`src/shared/dual_timer_pkg.sv`:
```
/*
 * Constants, register map and types for the dual 16-bit timer/event counter.
 * Assumes an AHB-Lite register bus with one byte register per aligned word.
 */
`default_nettype none
package dual_timer_pkg;
    localparam int unsigned N_COUNTERS = 2;
    localparam int unsigned CNT_W      = 16;
    localparam int unsigned BYTE_W     = 8;

    // Register indices; byte address is four times the index
    localparam logic [7:0] IDX_C0_HIGH = 8'h0C;
    localparam logic [7:0] IDX_C0_LOW  = 8'h0D;
    localparam logic [7:0] IDX_C0_CTRL = 8'h0E;
    localparam logic [7:0] IDX_C1_HIGH = 8'h0F;
    localparam logic [7:0] IDX_C1_LOW  = 8'h10;
    localparam logic [7:0] IDX_C1_CTRL = 8'h11;
    localparam logic [7:0] IDX_IRQ_CTRL = 8'h12;
    localparam logic [7:0] IDX_STRIDE  = 8'h03;

    // Control register fields
    localparam int unsigned CTRL_EDGE_BIT = 3;
    localparam int unsigned CTRL_RUN_BIT  = 4;
    localparam int unsigned CTRL_MODE_LSB = 6;
    localparam logic [7:0]  CTRL_RW_MASK  = 8'hD8;
    localparam logic [7:0]  CTRL_RESET    = 8'h00;

    // Interrupt control fields
    localparam int unsigned IRQ_EN_LSB    = 2;
    localparam int unsigned IRQ_FLAG_LSB  = 5;
    localparam logic [7:0]  IRQ_RW_MASK   = 8'h7F;
    localparam logic [7:0]  IRQ_RESET     = 8'h00;

    // Instruction clock divide
    localparam int unsigned INSTR_DIV     = 4;

    localparam logic [1:0] HTRANS_NONSEQ  = 2'h2;
    localparam logic [2:0] HSIZE_WORD     = 3'h2;

    typedef enum logic [1:0] {
        MODE_UNUSED = 2'h0,
        MODE_EVENT  = 2'h1,
        MODE_TIMER  = 2'h2,
        MODE_PULSE  = 2'h3
    } mode_t;

    typedef struct packed {
        logic        sel;
        logic [1:0]  htrans;
        logic        hwrite;
        logic [2:0]  hsize;
        logic [31:0] haddr;
    } ahb_req_t;
endpackage : dual_timer_pkg
`default_nettype wire

```
`src/core/dual_timer_event_counter.sv`:
```
/*
 * Two 16-bit count-up timer/event counters with preload, byte-buffered
 * access, pulse width measurement and overflow flags, behind AHB-Lite.
 * Assumes one clock; counter input pins are asynchronous to it.
 */
// Overview of operation
// RULE1 - Two independent 16-bit up-counters, pin or clock divided by four.
// RULE2 - Low byte write fills buffer; high byte write loads full preload.
// RULE3 - High read gives upper byte, saves lower in buffer; low reads it.
// RULE4 - Control bit 3 picks edge: 0 rising, 1 falling.
// RULE5 - Control bit 4 enables counting when set.
// RULE6 - Control bits 0 to 2 and 5 always read zero.
// RULE7 - Bits 7:6 mode: 01 event, 10 timer, 11 pulse width, 00 unused.
// RULE8 - Timer, pulse modes count instruction ticks; event mode pin edges.
// RULE9 - Overflow past FFFF reloads preload and sets flag bit 5 or 6.
// RULE10 - Pulse mode runs from active edge to return edge, then clears run.
// RULE11 - One measurement per enable; triggered by edges, not level.
// RULE12 - Overflow in pulse mode reloads and flags as other modes.
// RULE13 - Event and timer modes never clear enable by hardware.
// RULE14 - Overflow raises a wake-up event.
// RULE15 - Clear irq enable suppresses interrupt request in every mode.
// RULE16 - Preload write while stopped also loads the counter.
// RULE17 - Preload write while running updates only the preload.
// RULE18 - Counting clock is blocked during a counter read.
// RULE19 - External source provides events as pin transitions.
// RULE20 - Flags held until software clears; reload in the overflow cycle.
`default_nettype none
module dual_timer_event_counter
    import dual_timer_pkg::*;
(
    input  wire logic                  clk,
    input  wire logic                  resetn,
    input  wire logic                  hsel,
    input  wire logic [31:0]           haddr,
    input  wire logic [1:0]            htrans,
    input  wire logic                  hwrite,
    input  wire logic [2:0]            hsize,
    input  wire logic [31:0]           hwdata,
    input  wire logic                  hready,
    output logic      [31:0]           hrdata,
    output logic                       hreadyout,
    output logic                       hresp,
    input  wire logic [N_COUNTERS-1:0] counter_input_pin,
    output logic                       irq,
    output logic                       wakeup
);
    logic rst_meta_q;
    logic rst_sync_q;
    logic rst_n;

    always_ff @(posedge clk or negedge resetn) begin
        if (!resetn) begin
            rst_meta_q <= 1'b0;
            rst_sync_q <= 1'b0;
        end else begin
            rst_meta_q <= 1'b1;
            rst_sync_q <= rst_meta_q;
        end
    end
    assign rst_n = rst_sync_q;

    // AHB address phase capture
    ahb_req_t    req_q;
    logic        wr_en;
    logic        rd_en;
    logic        rd_go;
    logic [7:0]  wr_idx;
    logic [7:0]  rd_idx;
    logic [7:0]  wbyte;
    logic        addr_ok;

    assign addr_ok = (haddr[1:0] == 2'h0) && (haddr[31:10] == 22'h0);

    always_ff @(posedge clk or negedge rst_n) begin
        if (!rst_n) begin
            req_q <= '0;
        end else if (hready) begin
            req_q.sel    <= hsel && (htrans == HTRANS_NONSEQ) && addr_ok;
            req_q.htrans <= htrans;
            req_q.hwrite <= hwrite;
            req_q.hsize  <= hsize;
            req_q.haddr  <= haddr;
        end
    end

    assign hreadyout = 1'b1;
    assign hresp     = 1'b0;
    assign wr_en     = req_q.sel && req_q.hwrite;
    assign wr_idx    = req_q.haddr[9:2];
    assign wbyte     = hwdata[BYTE_W-1:0];
    // Reads decoded in address phase so data registers at data phase
    assign rd_go     = hready && hsel && (htrans == HTRANS_NONSEQ)
                       && !hwrite;
    // Only mapped reads have side effects such as buffer capture
    assign rd_en     = rd_go && addr_ok;
    assign rd_idx    = haddr[9:2];

    // Interrupt control: enables bits 3:2, flags bits 6:5
    logic [N_COUNTERS-1:0] irq_en_q;
    logic [N_COUNTERS-1:0] flag_q;
    logic [N_COUNTERS-1:0] ovf;
    logic [6:0]            irq_ctrl_other_q;

    logic [N_COUNTERS-1:0][CNT_W-1:0]  cnt_q;
    logic [N_COUNTERS-1:0][CNT_W-1:0]  preload_q;
    logic [N_COUNTERS-1:0][BYTE_W-1:0] lowbuf_q;
    logic [N_COUNTERS-1:0][BYTE_W-1:0] ctrl_q;
    logic [N_COUNTERS-1:0]             blk_q;
    logic [N_COUNTERS-1:0]             hi_rd;

    // Instruction clock tick, system clock divided by four
    logic [1:0] div_q;
    logic       tick;
    always_ff @(posedge clk or negedge rst_n) begin
        if (!rst_n) begin
            div_q <= 2'h0;
        end else begin
            div_q <= div_q + 2'h1;
        end
    end
    assign tick = (div_q == 2'(INSTR_DIV - 1)); // RULE1

    genvar g;
    generate
        for (g = 0; g < N_COUNTERS; g++) begin : gen_cnt
            localparam logic [7:0] IDX_H = IDX_C0_HIGH + 8'(g) * IDX_STRIDE;
            localparam logic [7:0] IDX_L = IDX_C0_LOW + 8'(g) * IDX_STRIDE;
            localparam logic [7:0] IDX_C = IDX_C0_CTRL + 8'(g) * IDX_STRIDE;

            logic       pin_meta_q;
            logic       pin_sync_q;
            logic       pin_prev_q;
            logic       measuring_q;
            logic       rise;
            logic       fall;
            logic       act_edge;
            logic       ret_edge;
            logic       run;
            logic       edge_sel;
            mode_t      mode;
            logic       inc;
            logic       wr_hi;
            logic       wr_lo;
            logic       wr_ctl;
            logic       pulse_done;

            // Reset to the idle-low pin level, so no false edge after reset
            always_ff @(posedge clk or negedge rst_n) begin
                if (!rst_n) begin
                    pin_meta_q <= 1'b0;
                    pin_sync_q <= 1'b0;
                    pin_prev_q <= 1'b0;
                end else begin
                    pin_meta_q <= counter_input_pin[g];
                    pin_sync_q <= pin_meta_q;
                    pin_prev_q <= pin_sync_q;
                end
            end

            assign rise     = pin_sync_q && !pin_prev_q;
            assign fall     = !pin_sync_q && pin_prev_q;
            assign edge_sel = ctrl_q[g][CTRL_EDGE_BIT];
            assign act_edge = edge_sel ? fall : rise; // RULE4
            assign ret_edge = edge_sel ? rise : fall;
            assign run      = ctrl_q[g][CTRL_RUN_BIT]; // RULE5
            assign mode     = mode_t'(ctrl_q[g][CTRL_MODE_LSB +: 2]); // RULE7
            assign wr_hi    = wr_en && (wr_idx == IDX_H);
            assign wr_lo    = wr_en && (wr_idx == IDX_L);
            assign wr_ctl   = wr_en && (wr_idx == IDX_C);
            assign hi_rd[g] = rd_en && (rd_idx == IDX_H);

            // Measurement window armed by active edge, ended by return edge
            always_ff @(posedge clk or negedge rst_n) begin
                if (!rst_n) begin
                    measuring_q <= 1'b0;
                end else if (!run || mode != MODE_PULSE) begin
                    measuring_q <= 1'b0;
                end else if (!measuring_q && act_edge) begin
                    measuring_q <= 1'b1; // RULE10 RULE11
                end else if (measuring_q && ret_edge) begin
                    measuring_q <= 1'b0;
                end
            end
            assign pulse_done = run && (mode == MODE_PULSE) && measuring_q
                                && ret_edge;

            always_comb begin
                inc = 1'b0;
                unique case (mode)
                    MODE_EVENT:  inc = act_edge; // RULE8 RULE19
                    MODE_TIMER:  inc = tick; // RULE8
                    MODE_PULSE:  inc = tick && measuring_q; // RULE8
                    MODE_UNUSED: inc = 1'b0;
                endcase
                inc = inc && run && !blk_q[g]; // RULE18
            end

            assign ovf[g] = inc && (cnt_q[g] == {CNT_W{1'b1}}); // RULE9 RULE12

            // High read blocks counting for the cycle after the value is latched
            always_ff @(posedge clk or negedge rst_n) begin
                if (!rst_n) begin
                    blk_q[g] <= 1'b0;
                end else begin
                    blk_q[g] <= hi_rd[g]; // RULE18
                end
            end

            // High read wins over a low write landing in the same cycle
            always_ff @(posedge clk or negedge rst_n) begin
                if (!rst_n) begin
                    lowbuf_q[g] <= 8'h00;
                end else if (hi_rd[g]) begin
                    lowbuf_q[g] <= cnt_q[g][BYTE_W-1:0]; // RULE3
                end else if (wr_lo) begin
                    lowbuf_q[g] <= wbyte; // RULE2
                end
            end

            always_ff @(posedge clk or negedge rst_n) begin
                if (!rst_n) begin
                    preload_q[g] <= '0;
                end else if (wr_hi) begin
                    preload_q[g] <= {wbyte, lowbuf_q[g]}; // RULE2 RULE17
                end
            end

            always_ff @(posedge clk or negedge rst_n) begin
                if (!rst_n) begin
                    cnt_q[g] <= '0;
                end else if (wr_hi && !run) begin
                    cnt_q[g] <= {wbyte, lowbuf_q[g]}; // RULE16
                end else if (ovf[g]) begin
                    cnt_q[g] <= preload_q[g]; // RULE9 RULE20
                end else if (inc) begin
                    cnt_q[g] <= cnt_q[g] + CNT_W'(1); // RULE1
                end
            end

            // Only pulse mode clears the enable by hardware
            always_ff @(posedge clk or negedge rst_n) begin
                if (!rst_n) begin
                    ctrl_q[g] <= CTRL_RESET;
                end else if (wr_ctl) begin
                    ctrl_q[g] <= wbyte & CTRL_RW_MASK; // RULE6
                end else if (pulse_done) begin
                    ctrl_q[g][CTRL_RUN_BIT] <= 1'b0; // RULE10 RULE13
                end
            end
        end
    endgenerate

    logic wr_irq;
    assign wr_irq = wr_en && (wr_idx == IDX_IRQ_CTRL);

    always_ff @(posedge clk or negedge rst_n) begin
        if (!rst_n) begin
            irq_en_q         <= '0;
            irq_ctrl_other_q <= '0;
        end else if (wr_irq) begin
            irq_en_q         <= wbyte[IRQ_EN_LSB +: N_COUNTERS];
            irq_ctrl_other_q <= wbyte[6:0] & IRQ_RW_MASK[6:0];
        end
    end

    // Set wins over a simultaneous software clear
    always_ff @(posedge clk or negedge rst_n) begin
        if (!rst_n) begin
            flag_q <= '0;
        end else if (wr_irq) begin
            flag_q <= wbyte[IRQ_FLAG_LSB +: N_COUNTERS] | ovf; // RULE20
        end else begin
            flag_q <= flag_q | ovf; // RULE9 RULE20
        end
    end

    assign irq = |(flag_q & irq_en_q); // RULE15

    always_ff @(posedge clk or negedge rst_n) begin
        if (!rst_n) begin
            wakeup <= 1'b0;
        end else begin
            wakeup <= |ovf; // RULE14
        end
    end

    // Read data, registered at address phase
    logic [7:0] rd_byte;
    logic [7:0] irq_rd;
    always_comb begin
        irq_rd = {1'b0, irq_ctrl_other_q};
        irq_rd[IRQ_EN_LSB +: N_COUNTERS]   = irq_en_q;
        irq_rd[IRQ_FLAG_LSB +: N_COUNTERS] = flag_q;
        irq_rd[7] = 1'b0;
        unique case (rd_idx)
            IDX_C0_HIGH:  rd_byte = cnt_q[0][CNT_W-1:BYTE_W]; // RULE3
            IDX_C0_LOW:   rd_byte = lowbuf_q[0]; // RULE3
            IDX_C0_CTRL:  rd_byte = ctrl_q[0]; // RULE6
            IDX_C1_HIGH:  rd_byte = cnt_q[1][CNT_W-1:BYTE_W]; // RULE3
            IDX_C1_LOW:   rd_byte = lowbuf_q[1]; // RULE3
            IDX_C1_CTRL:  rd_byte = ctrl_q[1]; // RULE6
            IDX_IRQ_CTRL: rd_byte = irq_rd;
            default:      rd_byte = 8'h00;
        endcase
    end

    always_ff @(posedge clk or negedge rst_n) begin
        if (!rst_n) begin
            hrdata <= 32'h0000_0000;
        end else if (rd_go) begin
            // Unmapped or unaligned reads return zero
            hrdata <= {24'h00_0000, rd_en ? rd_byte : 8'h00};
        end
    end
endmodule : dual_timer_event_counter
`default_nettype wire

```
`config.mk`:
```
export PLATFORM = sky130hd
export DESIGN_NAME = dual_timer_event_counter
export DESIGN_NICKNAME = d
export VERILOG_FILES = /design/src/shared/dual_timer_pkg.sv /design/src/core/dual_timer_event_counter.sv
export SDC_FILE = /design/constraint.sdc
export NUM_CORES = 1
export LEC_CHECK = 0
export ABC_AREA = 1
export BUFFER_PORTS_ARGS = -buffer_cell sky130_fd_sc_hd__buf_2
export CAP_MARGIN = 5
export CORE_ASPECT_RATIO = 0.8
export CORE_MARGIN = 5
export CORE_UTILIZATION = 40
export DETAILED_ROUTE_END_ITERATION = 10
export HOLD_SLACK_MARGIN = 0.06
export SYNTH_ARGS = -nofsm -noshare
export SYNTH_HDL_FRONTEND = slang
export SYNTH_SLANG_ARGS = --single-unit
```
`constraint.sdc`:
```
create_clock -name clk -period 3.92 [get_ports clk]
set_input_delay 1.176 -clock clk [delete_from_list [all_inputs] [get_ports clk]]
set_output_delay 1.176 -clock clk [all_outputs]
set_load 0.02 [all_outputs]
```
# Word level (Yosys, flattened, before mapping)
# Cells that the tools add are included.
word_totals:
  regBits: 132
  ramBits: 0
  mem_count: 0
  in_bits: 76
  latch_bits: 0
  rom_bits: 0
  elab_cells: 160
classes:
  n_addsub: 3
  shifts: 0
  n_lt_le_gt_ge: 0
  muxes: 29
  bitwise_logic: 3
  mul: 0
  reduce_logical: 68
  div_mod_pow: 0
  n_eq_ne: 26
ops:
  columns: ["op", "n"]
  rows:
  - ["16-bit 2-to-1 mux", 6]
  - ["8-bit by 4-bit == test with 1-bit output (second input constant)", 8]
  - ["8-bit case mux with 7 select lines", 1]
  - ["8-bit by 5-bit == test with 1-bit output (second input constant)", 6]
  - ["1-bit logical AND", 41]
  - ["8-bit 2-to-1 mux", 5]
  - ["16-bit by 1-bit adder with 16-bit output (second input constant)", 2]
  - ["16-bit == test (second input constant)", 2]
  - ["22-bit logical NOT", 1]
  - ["1-bit 2-to-1 mux", 14]
  - ["2-bit == test (second input constant)", 6]
  - ["3-bit nonzero test", 4]
  - ["1-bit logical NOT", 11]
  - ["1-bit case mux with 4 select lines", 2]
  - ["2-bit nonzero test", 4]
  - ["2-bit logical NOT", 3]
  - ["2-bit by 1-bit == test with 1-bit output (second input constant)", 2]
  - ["2-bit inequality test (second input constant)", 2]
  - ["2-bit OR", 2]
  - ["2-bit OR reduction", 2]
  - ["2-bit by 1-bit adder with 2-bit output (second input constant)", 1]
  - ["2-bit bitwise AND", 1]
  - ["1-bit logical OR", 2]
  - ["2-bit 2-to-1 mux", 1]

# Logic depth before layout (Yosys ltp)
# Gate-level depths: netlist of the first run.
depth:
  depth_word: 9
  mapped_depth: 12
  depth_no_buf: 11

# Least setup slack after synthesis of the first run
# OpenSTA, ideal clock, no wires.
synth_path:
  path_type: "input to register"
  startpoint: "input port haddr[31]"
  endpoint: "register lowbuf_q[0] in the netlist's numbering"
  required_ns: 3.795
  setup_slack_ns: 1.636
  arrival_time_ns: 2.159
  stages: 9
  cell_sequence: "nor2_1 -> nand2_1 -> nor2_1 -> nand2_1 -> nor2_4 -> nand3_4 -> buf_6 -> nand3_1 -> nand3_1"
synth_between:
  elab_chain_cells: 5
  word_cells_on_any_way: 6
synth_lines:
  columns: ["element", "line", "rtl"]
  rows:
  - ["start: declaration", "dual_timer_event_counter.sv:34", "input wire logic [31:0] haddr,"]
  - ["22-bit logical NOT (*)", "dual_timer_event_counter.sv:72", "assign addr_ok = (haddr[1:0] == 2'h0) && (haddr[31:10] == 22'h0);"]
  - ["1-bit logical AND (*)", "dual_timer_event_counter.sv:72", null]
  - ["1-bit logical AND (*)", "dual_timer_event_counter.sv:95", "assign rd_en = rd_go && addr_ok;"]
  - ["1-bit logical AND (*)", "dual_timer_event_counter.sv:170", "assign hi_rd[g] = rd_en && (rd_idx == IDX_H);"]
  - ["8-bit 2-to-1 mux / 2-bit nonzero test (equally long branches)", null, null]
  - ["end signal: indexed assignment", "dual_timer_event_counter.sv:214", "lowbuf_q[g] <= cnt_q[g][BYTE_W-1:0];"]
  - ["end signal: indexed assignment", "dual_timer_event_counter.sv:216", "lowbuf_q[g] <= wbyte;"]
  - ["end: declaration", "dual_timer_event_counter.sv:106", "logic [N_COUNTERS-1:0][BYTE_W-1:0] lowbuf_q;"]
# Every way passes the cells marked *; elsewhere a longest branch is shown, timed or not.
# A chain may end at the register's enable or synchronous reset.

# Worst setup path in the final report of the first run
layout_path:
  startpoint: "register flag_q[0]"
  endpoint: "output port irq"
layout_between:
  elab_chain_cells: 2
layout_lines:
  columns: ["element", "line", "rtl"]
  rows:
  - ["start: declaration", "dual_timer_event_counter.sv:100", "logic [N_COUNTERS-1:0] flag_q;"]
  - ["start signal: assignment", "dual_timer_event_counter.sv:271", "flag_q <= wbyte[IRQ_FLAG_LSB +: N_COUNTERS] | ovf;"]
  - ["start signal: assignment", "dual_timer_event_counter.sv:273", "flag_q <= flag_q | ovf;"]
  - ["2-bit bitwise AND", "dual_timer_event_counter.sv:277", "assign irq = |(flag_q & irq_en_q);"]
  - ["2-bit OR reduction", "dual_timer_event_counter.sv:277", null]
  - ["end: declaration", "dual_timer_event_counter.sv:44", "output logic irq,"]
# Every way passes these cells.

==> metrics.txt, run 1 <==
status=completed; num rows=45; critical register-to-register path endpoint=cnt_q[17]; DR vias=7062; Reg area=3207 um2; R2R cell count=11; Startpoint Class=flop; Worst-Margin Slew=0.9797 ns; HP Class=reg2reg; fin crit share=64.21%; Pwr Total=4.058 mW; Post-CTS Resized=0; Post-CTS Setup Bufs=0; worst clock skew=0.006566 ns; fraction of layout cells with a size suffix above 1=13.67%; Crit Reg-Reg Startpoint=div_q[0]; fmax=397.3 MHz; TritonCTS Sinks=128; top cell type's share of synthesized area=40.97%; RSZ-0062 raised after global routing=false; critical path cell sequence=inv_1, o21ai_0, buf_2; Distinct cells, synth=38; GRT Residual Overflow=0; Worst Hold Depth=0; fin cells=1399; initial antenna violation count=0; vias in the first global route=6384; Area growth, synth to finish=12.87%; Tmin final=2.517 ns; Leak=4.680 nW; Crit Path Max Fanout=2; peak supply drop=0.2365 mV; CP max-delay cell=dfrtp_1; Setup violations, final=0; area occupied by multi-input gates=3817 um2; H-tree depth=4; clock latency at the later pin of the worst-skew pair=0.42 ns; WL per Instance=15.72 um; Num CTS Buffers=17; Worst Hold Launch=gen_cnt[1].pin_meta_q; final WL=21990 um; CP Capture Type=output port; full die area=22460 um2; Slowest Stage Delay on Critical Path=0.35 ns; Via-to-Cell Ratio=5.048; number of synthesized flops with an enable pin=0; Main synth FF type=dfrtp_1; Starting DRT DRC Count=601; CTS root buffer=clkbuf_16; TritonCTS clock tree=yes; fillcell total=1920; Global Route Usage Sum=19.69%; Netlist Area Pre-Place=7819 um2; DRT Pass-1 Iters=5; first-pass GRT wire length=34980 um; PwrDens=459.9 nW/um2; final hold violation count=0; Longest Clk Path Bufs=2; Syn Area/Cell=7.266 um2; largest net degree at the start of global routing=48; flop2flop setup slack=1.66 ns; Synth Register Bits=128; Seq/Total Area, Yosys=40.97%; post-detail-place hpwl=15940 um; critical setup path kind=reg2out; Hold Path Sink=gen_cnt[1].pin_sync_q; Max Cap Viol=0; die extent in x=166.3 um; CP Data Arrival Time=1.34 ns; synth warn=0; slew margin rel.=34.49%; Area contributors post-synth=dfrtp_1, nand2_1, nand3_1; Post-synth ARST share=100.0%; I/O pin count=112; Core ar.=19090 um2; Crit path required time=2.74 ns; DIE HEIGHT=135.1 um; clock-pin slew on the worst setup and hold paths=0.06 ns; antenna diode count=0; Initial Util=40.96%; cell taking the most area after synthesis=dfrtp_1; # DRC=0; setup_tns=0 ns; routability congestion estimate=0.8908; DRT antenna net count=0; cts hold-fix bufs=0; nets=1207; input/output buffers=58; cells after synthesis=1076; final max-slew violation count=0; fin util=46.23%; # placed instances=1367
==> cell type report <==
cell class / count / area share, %
Multi-Input combinational cell: 786 / 43.26
Sequential cell: 128 / 36.34
Inverter: 129 / 5.515
Clock buffer: 22 / 5.487
Timing Repair Buffer: 66 / 3.970
Tap cell: 258 / 3.658
Clock inverter: 10 / 1.772
==> worst max-delay path, delay by kind of cell (launching register included) <==
kind	cells	cell delay [ns]
DFF	1	0.35
buffers and inverters	2	0.29
AOI/OAI and AO/OA	1	0.28
==> registers in the layout, indices dropped and copies added, names as in the netlist, 4 cells and up <==
name and flops:
cnt_q 32, preload_q 32, lowbuf_q 16, req_q 10, ctrl_q 8, hrdata 8
irq_ctrl_other_q 4
==> how the worst max path moves through the flow <==
stage,cells after the start,end,startpoint
2_1_floorplan,0,blk_q[0],rst_n
3_3_place_gp,8,lowbuf_q[5],hready
3_5_place_dp,8,lowbuf_q[4],hready
4_1_cts,3,irq,flag_q[0]
5_1_grt,8,lowbuf_q[4],hready
6_report,3,irq,flag_q[0]
==> power by group <==
group,leakage [nW],switching (mW),internal (mW)
clock network,0.316,0.605,1.13
logic,2.90,0.402,0.233
registers,1.47,0.242,1.45
==> cells in the mapped netlist, types with 6 or more instances <==
cell and count:
xnor2_1 7, buf_4 29, xor2_1 16, clkbuf_1 11, nor2_1 99, a21oi_1 20
inv_2 6, inv_1 122, nor2_2 11, buf_6 9, o21ai_2 6, nand3_1 140
dfrtp_1 128, nor2_4 7, nand4_1 38, o21ai_0 62, nand2_1 312, buf_2 9
nand2_2 8
==> cell usage in the layout (no fill, tap or decap), drive strengths merged <==
cell type,Yosys,routed
xor2,16,16
clkbuf,11,22
o41ai,2,2
a21oi,20,20
nand3b,1,1
nor4,1,1
clkinvlp,0,1
nor3b,1,1
o211ai,2,2
nand4,38,38
buf,47,66
mux2,4,4
inv,129,129
o21ai,70,70
nor2,119,119
and3,1,1
clkinv,0,5
conb,2,27
nand3,145,145
bufinv,0,4
ha,3,3
xnor2,7,7
o22ai,1,1
dfrtp,128,128
nor3,4,4
or2,1,1
nand2,323,323
==> metal layers <==
metal	up-vias	track usage, %	part of all wire, %
met1	3322	29.71	50
met4	0	4.134	0.91
met3	19	5.268	7.5
met2	222	28.31	41
met5	-	0	0
li1	3499	-	-
==> per-stage QoR <==
stage | hold slack (ns) | instance area (um2) | setup slack, ns
3_3_place_gp | 0.3336 | 8184 | 0.9556
2_1_floorplan | 0.3312 | 7913 | 0.08983
6_report | 0.3455 | 8825 | 1.403
3_5_place_dp | 0.3364 | 8184 | 0.9338
4_1_cts | 0.3488 | 8825 | 1.327
5_1_grt | 0.3581 | 8825 | 1.211
==> cell families (layout without fill, tap and decap cells) <==
group / after synthesis / in the layout / synth area share (%)
and+or+nand+nor: 634 / 634 / 37.35
buffers and inverters: 187 / 227 / 11.41
DFF: 128 / 128 / 40.97
AOI/OAI and AO/OA: 95 / 95 / 6.545
xor gates and xnor gates: 23 / 23 / 2.576
muxes: 4 / 4 / 0.5761
adders and majority gates: 3 / 3 / 0.4801
other: 2 / 27 / 0.09605
Power figures use the tool's default switching activity.
==> run 2, diff against run 1 <==
==> constraint.sdc (replaced) <==
create_clock -name clk -period 2.4 [get_ports clk]
set_input_delay 0.72 -clock clk [delete_from_list [all_inputs] [get_ports clk]]
set_output_delay 0.72 -clock clk [all_outputs]
set_load 0.02 [all_outputs]
==> metrics.txt, run 2 (synthesized netlist as in run 1, its figures left out) <==
Post-CTS Setup Bufs=0; Via-to-Cell Ratio=5.090; Worst setup endpoint=irq; CP Data Arrival Time=1.39 ns; PwrDens=739.1 nW/um2; Seq pwr share=41.3%; fraction of layout cells with a size suffix above 1=14.62%; WL per Instance=15.77 um; design area=8956 um2; nets=1222; Reg area=3207 um2; CP max-delay cell=dfrtp_1; Max Cap Viol=0; Initial Util=40.96%; fmax=473.3 MHz; Startpoint Class=flop; RSZ-0062 raised after global routing=false; # DRC=0; status=completed; Slowest Stage Delay on Critical Path=0.35 ns; critical path cell sequence=inv_1, o21ai_0, buf_2; slew margin rel.=58.67%; full die area=22460 um2; Leak=4.748 nW; Starting DRT DRC Count=725; commonest non-fill, non-tap cell in the layout=nand2_1; TritonCTS clock tree=yes; CP delay by family, top=flip-flops; Setup violations, final=0; HP Class=reg2async; Num CTS Buffers=17; post-detail-place hpwl=15920 um; Crit Path Max Fanout=2; cts hold-fix bufs=1; first-pass GRT wire length=35640 um; Post-DP Area=8314 um2; critical register-to-register path endpoint=cnt_q[29]; Post-CTS Resized=0; Longest Clk Path Bufs=2; fillcell total=1922; flop2flop setup slack=0.43 ns; num rows=45; Global Route Usage Sum=19.89%; initial antenna violation count=0; die extent in x=166.3 um; area occupied by multi-input gates=3817 um2; Worst-Margin Slew=0.6185 ns; final max-slew violation count=0; final hold violation count=0; internal power=4.578 mW; fin crit share=88.03%; input/output buffers=58; CTS root buffer=clkbuf_16; DIE HEIGHT=135.1 um; Tmin final=2.113 ns; Pwr Total=6.619 mW; I/O pin count=112; power share of the clock group=42.4%; final WL=22300 um; Area growth, synth to finish=14.55%; peak supply drop=0.4636 mV; worst clock skew=0.008110 ns; largest net degree at the start of global routing=64; fin cells=1414; DRT Pass-1 Iters=5; CP startpoint=flag_q[0]; Crit path required time=1.68 ns; TritonCTS Sinks=128; clock latency at the later pin of the worst-skew pair=0.43 ns; DR vias=7197; fin util=46.92%; Crit Reg-Reg Startpoint=req_q[9]; antenna diode count=0; CP Depth=3; H-tree depth=4; most frequent cells in the layout=nand2_1, nand3_1, dfrtp_1; GRT Residual Overflow=0; Top Registers=cnt_q: 32 flops, preload_q: 32 flops, lowbuf_q: 16 flops; WP buf/inv=2; # placed instances=1381; routability congestion estimate=0.8973; CP Capture Type=output port; Net Sw Frac=30.83%; vias in the first global route=6561; P_sw=2.041 mW; Core ar.=19090 um2; critical setup path kind=reg2out; Logic pwr share=16.3%; R2R cell count=9; clock-pin slew on the worst setup and hold paths=0.06 ns; DRT antenna net count=0; setup_tns=0 ns
==> run 2: worst reg2reg max path, cell delays in order (launching register included) <==
cell     delay, ns
dfrtp_1       0.36
inv_1         0.08
nand2_1       0.06
nor2_2        0.17
nand2_1       0.11
nor2_2        0.35
nand2_1       0.36
o21ai_0       0.28
inv_1         0.06
nand2_1       0.05
==> run 2: stage by stage <==
stage | setup WS [ns] | hold slack (ns)
floorplan | 0.2682 | 0.3311
global placement | 0.2934 | 0.2318
detailed placement | 0.2663 | 0.2390
CTS | 0.2452 | 0.2413
global route | 0.1948 | 0.2590
finish | 0.2873 | 0.2243
==> run 2: how the worst min path moves through the flow <==
| stage | end | startpoint | depth (start not counted) |
|---|---|---|---|
| floorplan | rst_n | rst_meta_q | 0 |
| global placement | gen_cnt[1].pin_sync_q | rst_n | 0 |
| detailed placement | preload_q[16] | rst_n | 0 |
| CTS | cnt_q[16] | rst_n | 0 |
| global route | gen_cnt[1].pin_sync_q | rst_n | 0 |
| finish | gen_cnt[1].pin_sync_q | rst_n | 0 |
==> run 2: metal layers <==
metal  vias to the layer above  GRT usage, %  wire (um)
met5                         -             0          0
met1                      3346         30.78      11100
met4                         0         4.680        297
met2                       286         27.29       8979
met3                        26         5.502       1924
li1                       3539             -          -
==> run 2: area by class of cell <==
cell class	count	area share, %
clock inverters	10	1.760
clock buffers	22	5.295
flip-flops and latches	128	35.81
inverters	129	5.434
multi-input cells	786	42.62
well taps	258	3.604
repair buffers	81	5.476
==> run 2: power groups by stage <==
stage,logic [mW],registers (mW),clock network [mW]
final,1.08,2.73,2.81
after global routing,1.24,2.76,2.95
after CTS,1.08,2.72,2.84
after detailed placement,1.07,2.75,0
after global placement,1.05,2.76,0
after floorplan,0.867,2.62,0
==> run 3, diff against run 2 <==
--- a/config.mk
+++ b/config.mk
@@ -13,6 +13,8 @@
 export CORE_UTILIZATION = 40
 export DETAILED_ROUTE_END_ITERATION = 10
 export HOLD_SLACK_MARGIN = 0.06
+export PLACE_DENSITY_LB_ADDON = 0.25
+export RECOVER_POWER = 50
 export SYNTH_ARGS = -nofsm -noshare
 export SYNTH_HDL_FRONTEND = slang
 export SYNTH_SLANG_ARGS = --single-unit
==> metrics.txt, run 3 (synthesized netlist as in run 1, its figures left out) <==
nets=1225; Global Route Usage Sum=20.15%; initial antenna violation count=0; Post-CTS Setup Bufs=0; Post-DP Area=8337 um2; fin crit share=87.28%; Top Registers=cnt_q: 32 flops, preload_q: 32 flops, lowbuf_q: 16 flops; antenna diode count=0; clock-pin slew on the worst setup and hold paths=0.06 ns; Leak=4.737 nW; WL per Instance=15.56 um; DR vias=7121; clock latency at the later pin of the worst-skew pair=0.42 ns; Crit Path Max Fanout=2; TritonCTS clock tree=yes; commonest non-fill, non-tap cell in the layout=nand2_1; fin cells=1417; largest net degree at the start of global routing=36; DRT Pass-1 Iters=5; Setup violations, final=0; Seq pwr share=41.7%; final WL=22050 um; DRT antenna net count=0; fraction of layout cells with a size suffix above 1=14.67%; Post-CTS Resized=0; Tmin final=2.095 ns; peak supply drop=0.4076 mV; H-tree depth=4; first-pass GRT wire length=36370 um; num rows=45; routability congestion estimate=0.9089; final hold violation count=0; setup_tns=0 ns; input/output buffers=58; Core ar.=19090 um2; Area growth, synth to finish=14.21%; Net Sw Frac=31.56%; HP Class=reg2reg; Via-to-Cell Ratio=5.025; TritonCTS Sinks=128; design area=8930 um2; worst setup margin=0.3052 ns; full die area=22460 um2; internal power=4.479 mW; worst clock skew=0.007160 ns; CP Data Arrival Time=1.37 ns; PwrDens=732.8 nW/um2; post-detail-place hpwl=16110 um; Longest Clk Path Bufs=2; P_sw=2.065 mW; Crit path required time=1.68 ns; die extent in x=166.3 um; fillcell total=1909; Logic pwr share=16.3%; # DRC=0; power share of the clock group=41.9%; fmax=477.4 MHz; RSZ-0062 raised after global routing=false; Startpoint Class=flop; CP Capture Type=output port; Worst-Margin Slew=1.359 ns; GRT Residual Overflow=0; Num CTS Buffers=17; most frequent cells in the layout=nand2_1, nand3_1, dfrtp_1; Pwr Total=6.544 mW; slew margin rel.=9.382%; # placed instances=1384; critical setup path kind=reg2out; Fin Hold WS=0.3467 ns; vias in the first global route=6662; Initial Util=40.96%; DP Worst Slack=0.2810 ns; CTS root buffer=clkbuf_16; status=completed; I/O pin count=112; DIE HEIGHT=135.1 um; fin util=46.78%; Starting DRT DRC Count=690; Max Cap Viol=0; final max-slew violation count=0
-- run 3: what timing repair did --
| action | CTS | global route |
|---|---|---|
| hold buffers | 1 | 0 |
| endpoints found under the hold margin | 2 | 0 |
| endpoints found under the setup margin | 0 | 0 |
-- run 3: critical path, cell delays in order (launching register included) --
cell and delay (ns):
dfrtp_1 0.35, inv_1 0.06, o21ai_0 0.31, buf_2 0.24
-- run 3: worst paths after layout --
path	depth (start not counted)	from	slack, ns	to
setup / recovery	3	flag_q[0]	0.31	irq
hold / removal	0	gen_cnt[1].pin_meta_q	0.35	gen_cnt[1].pin_sync_q
setup reg to reg	10	cnt_q[17]	0.43	cnt_q[25]
hold reg to reg	0	gen_cnt[1].pin_meta_q	0.35	gen_cnt[1].pin_sync_q
max in group asynchronous	1	rst_n	0.54	div_q[1]
min in group asynchronous	0	rst_n	0.57	gen_cnt[0].pin_meta_q
-- run 3: final cells by class --
class,instances,area [um2],area share (%)
multi-input cells,786,3817,42.75
flip-flops and latches,128,3203,35.87
inverters,129,486.7,5.450
repair buffers,84,476.7,5.338
clock buffers,20,466.7,5.226
well taps,258,322.8,3.615
clock inverters,12,156.4,1.751
-- run 3: power by group through the flow --
stage                     combinational, mW  sequential (mW)  clock (mW)
final                                  1.07             2.73        2.74
after global routing                   1.24             2.76        2.89
after CTS                              1.08             2.72        2.77
after detailed placement               1.07             2.75           0
after global placement                 1.05             2.75           0
after floorplan                       0.867             2.62           0
-- run 3: per-layer routing --
| metal | wire length, um | GRT usage, % | up-vias |
|---|---|---|---|
| li1 | - | - | 3534 |
| met1 | 10950 | 31.02 | 3328 |
| met2 | 9198 | 29.01 | 238 |
| met3 | 1677 | 4.682 | 21 |
| met4 | 222 | 3.726 | 0 |
| met5 | 0 | 0 | - |
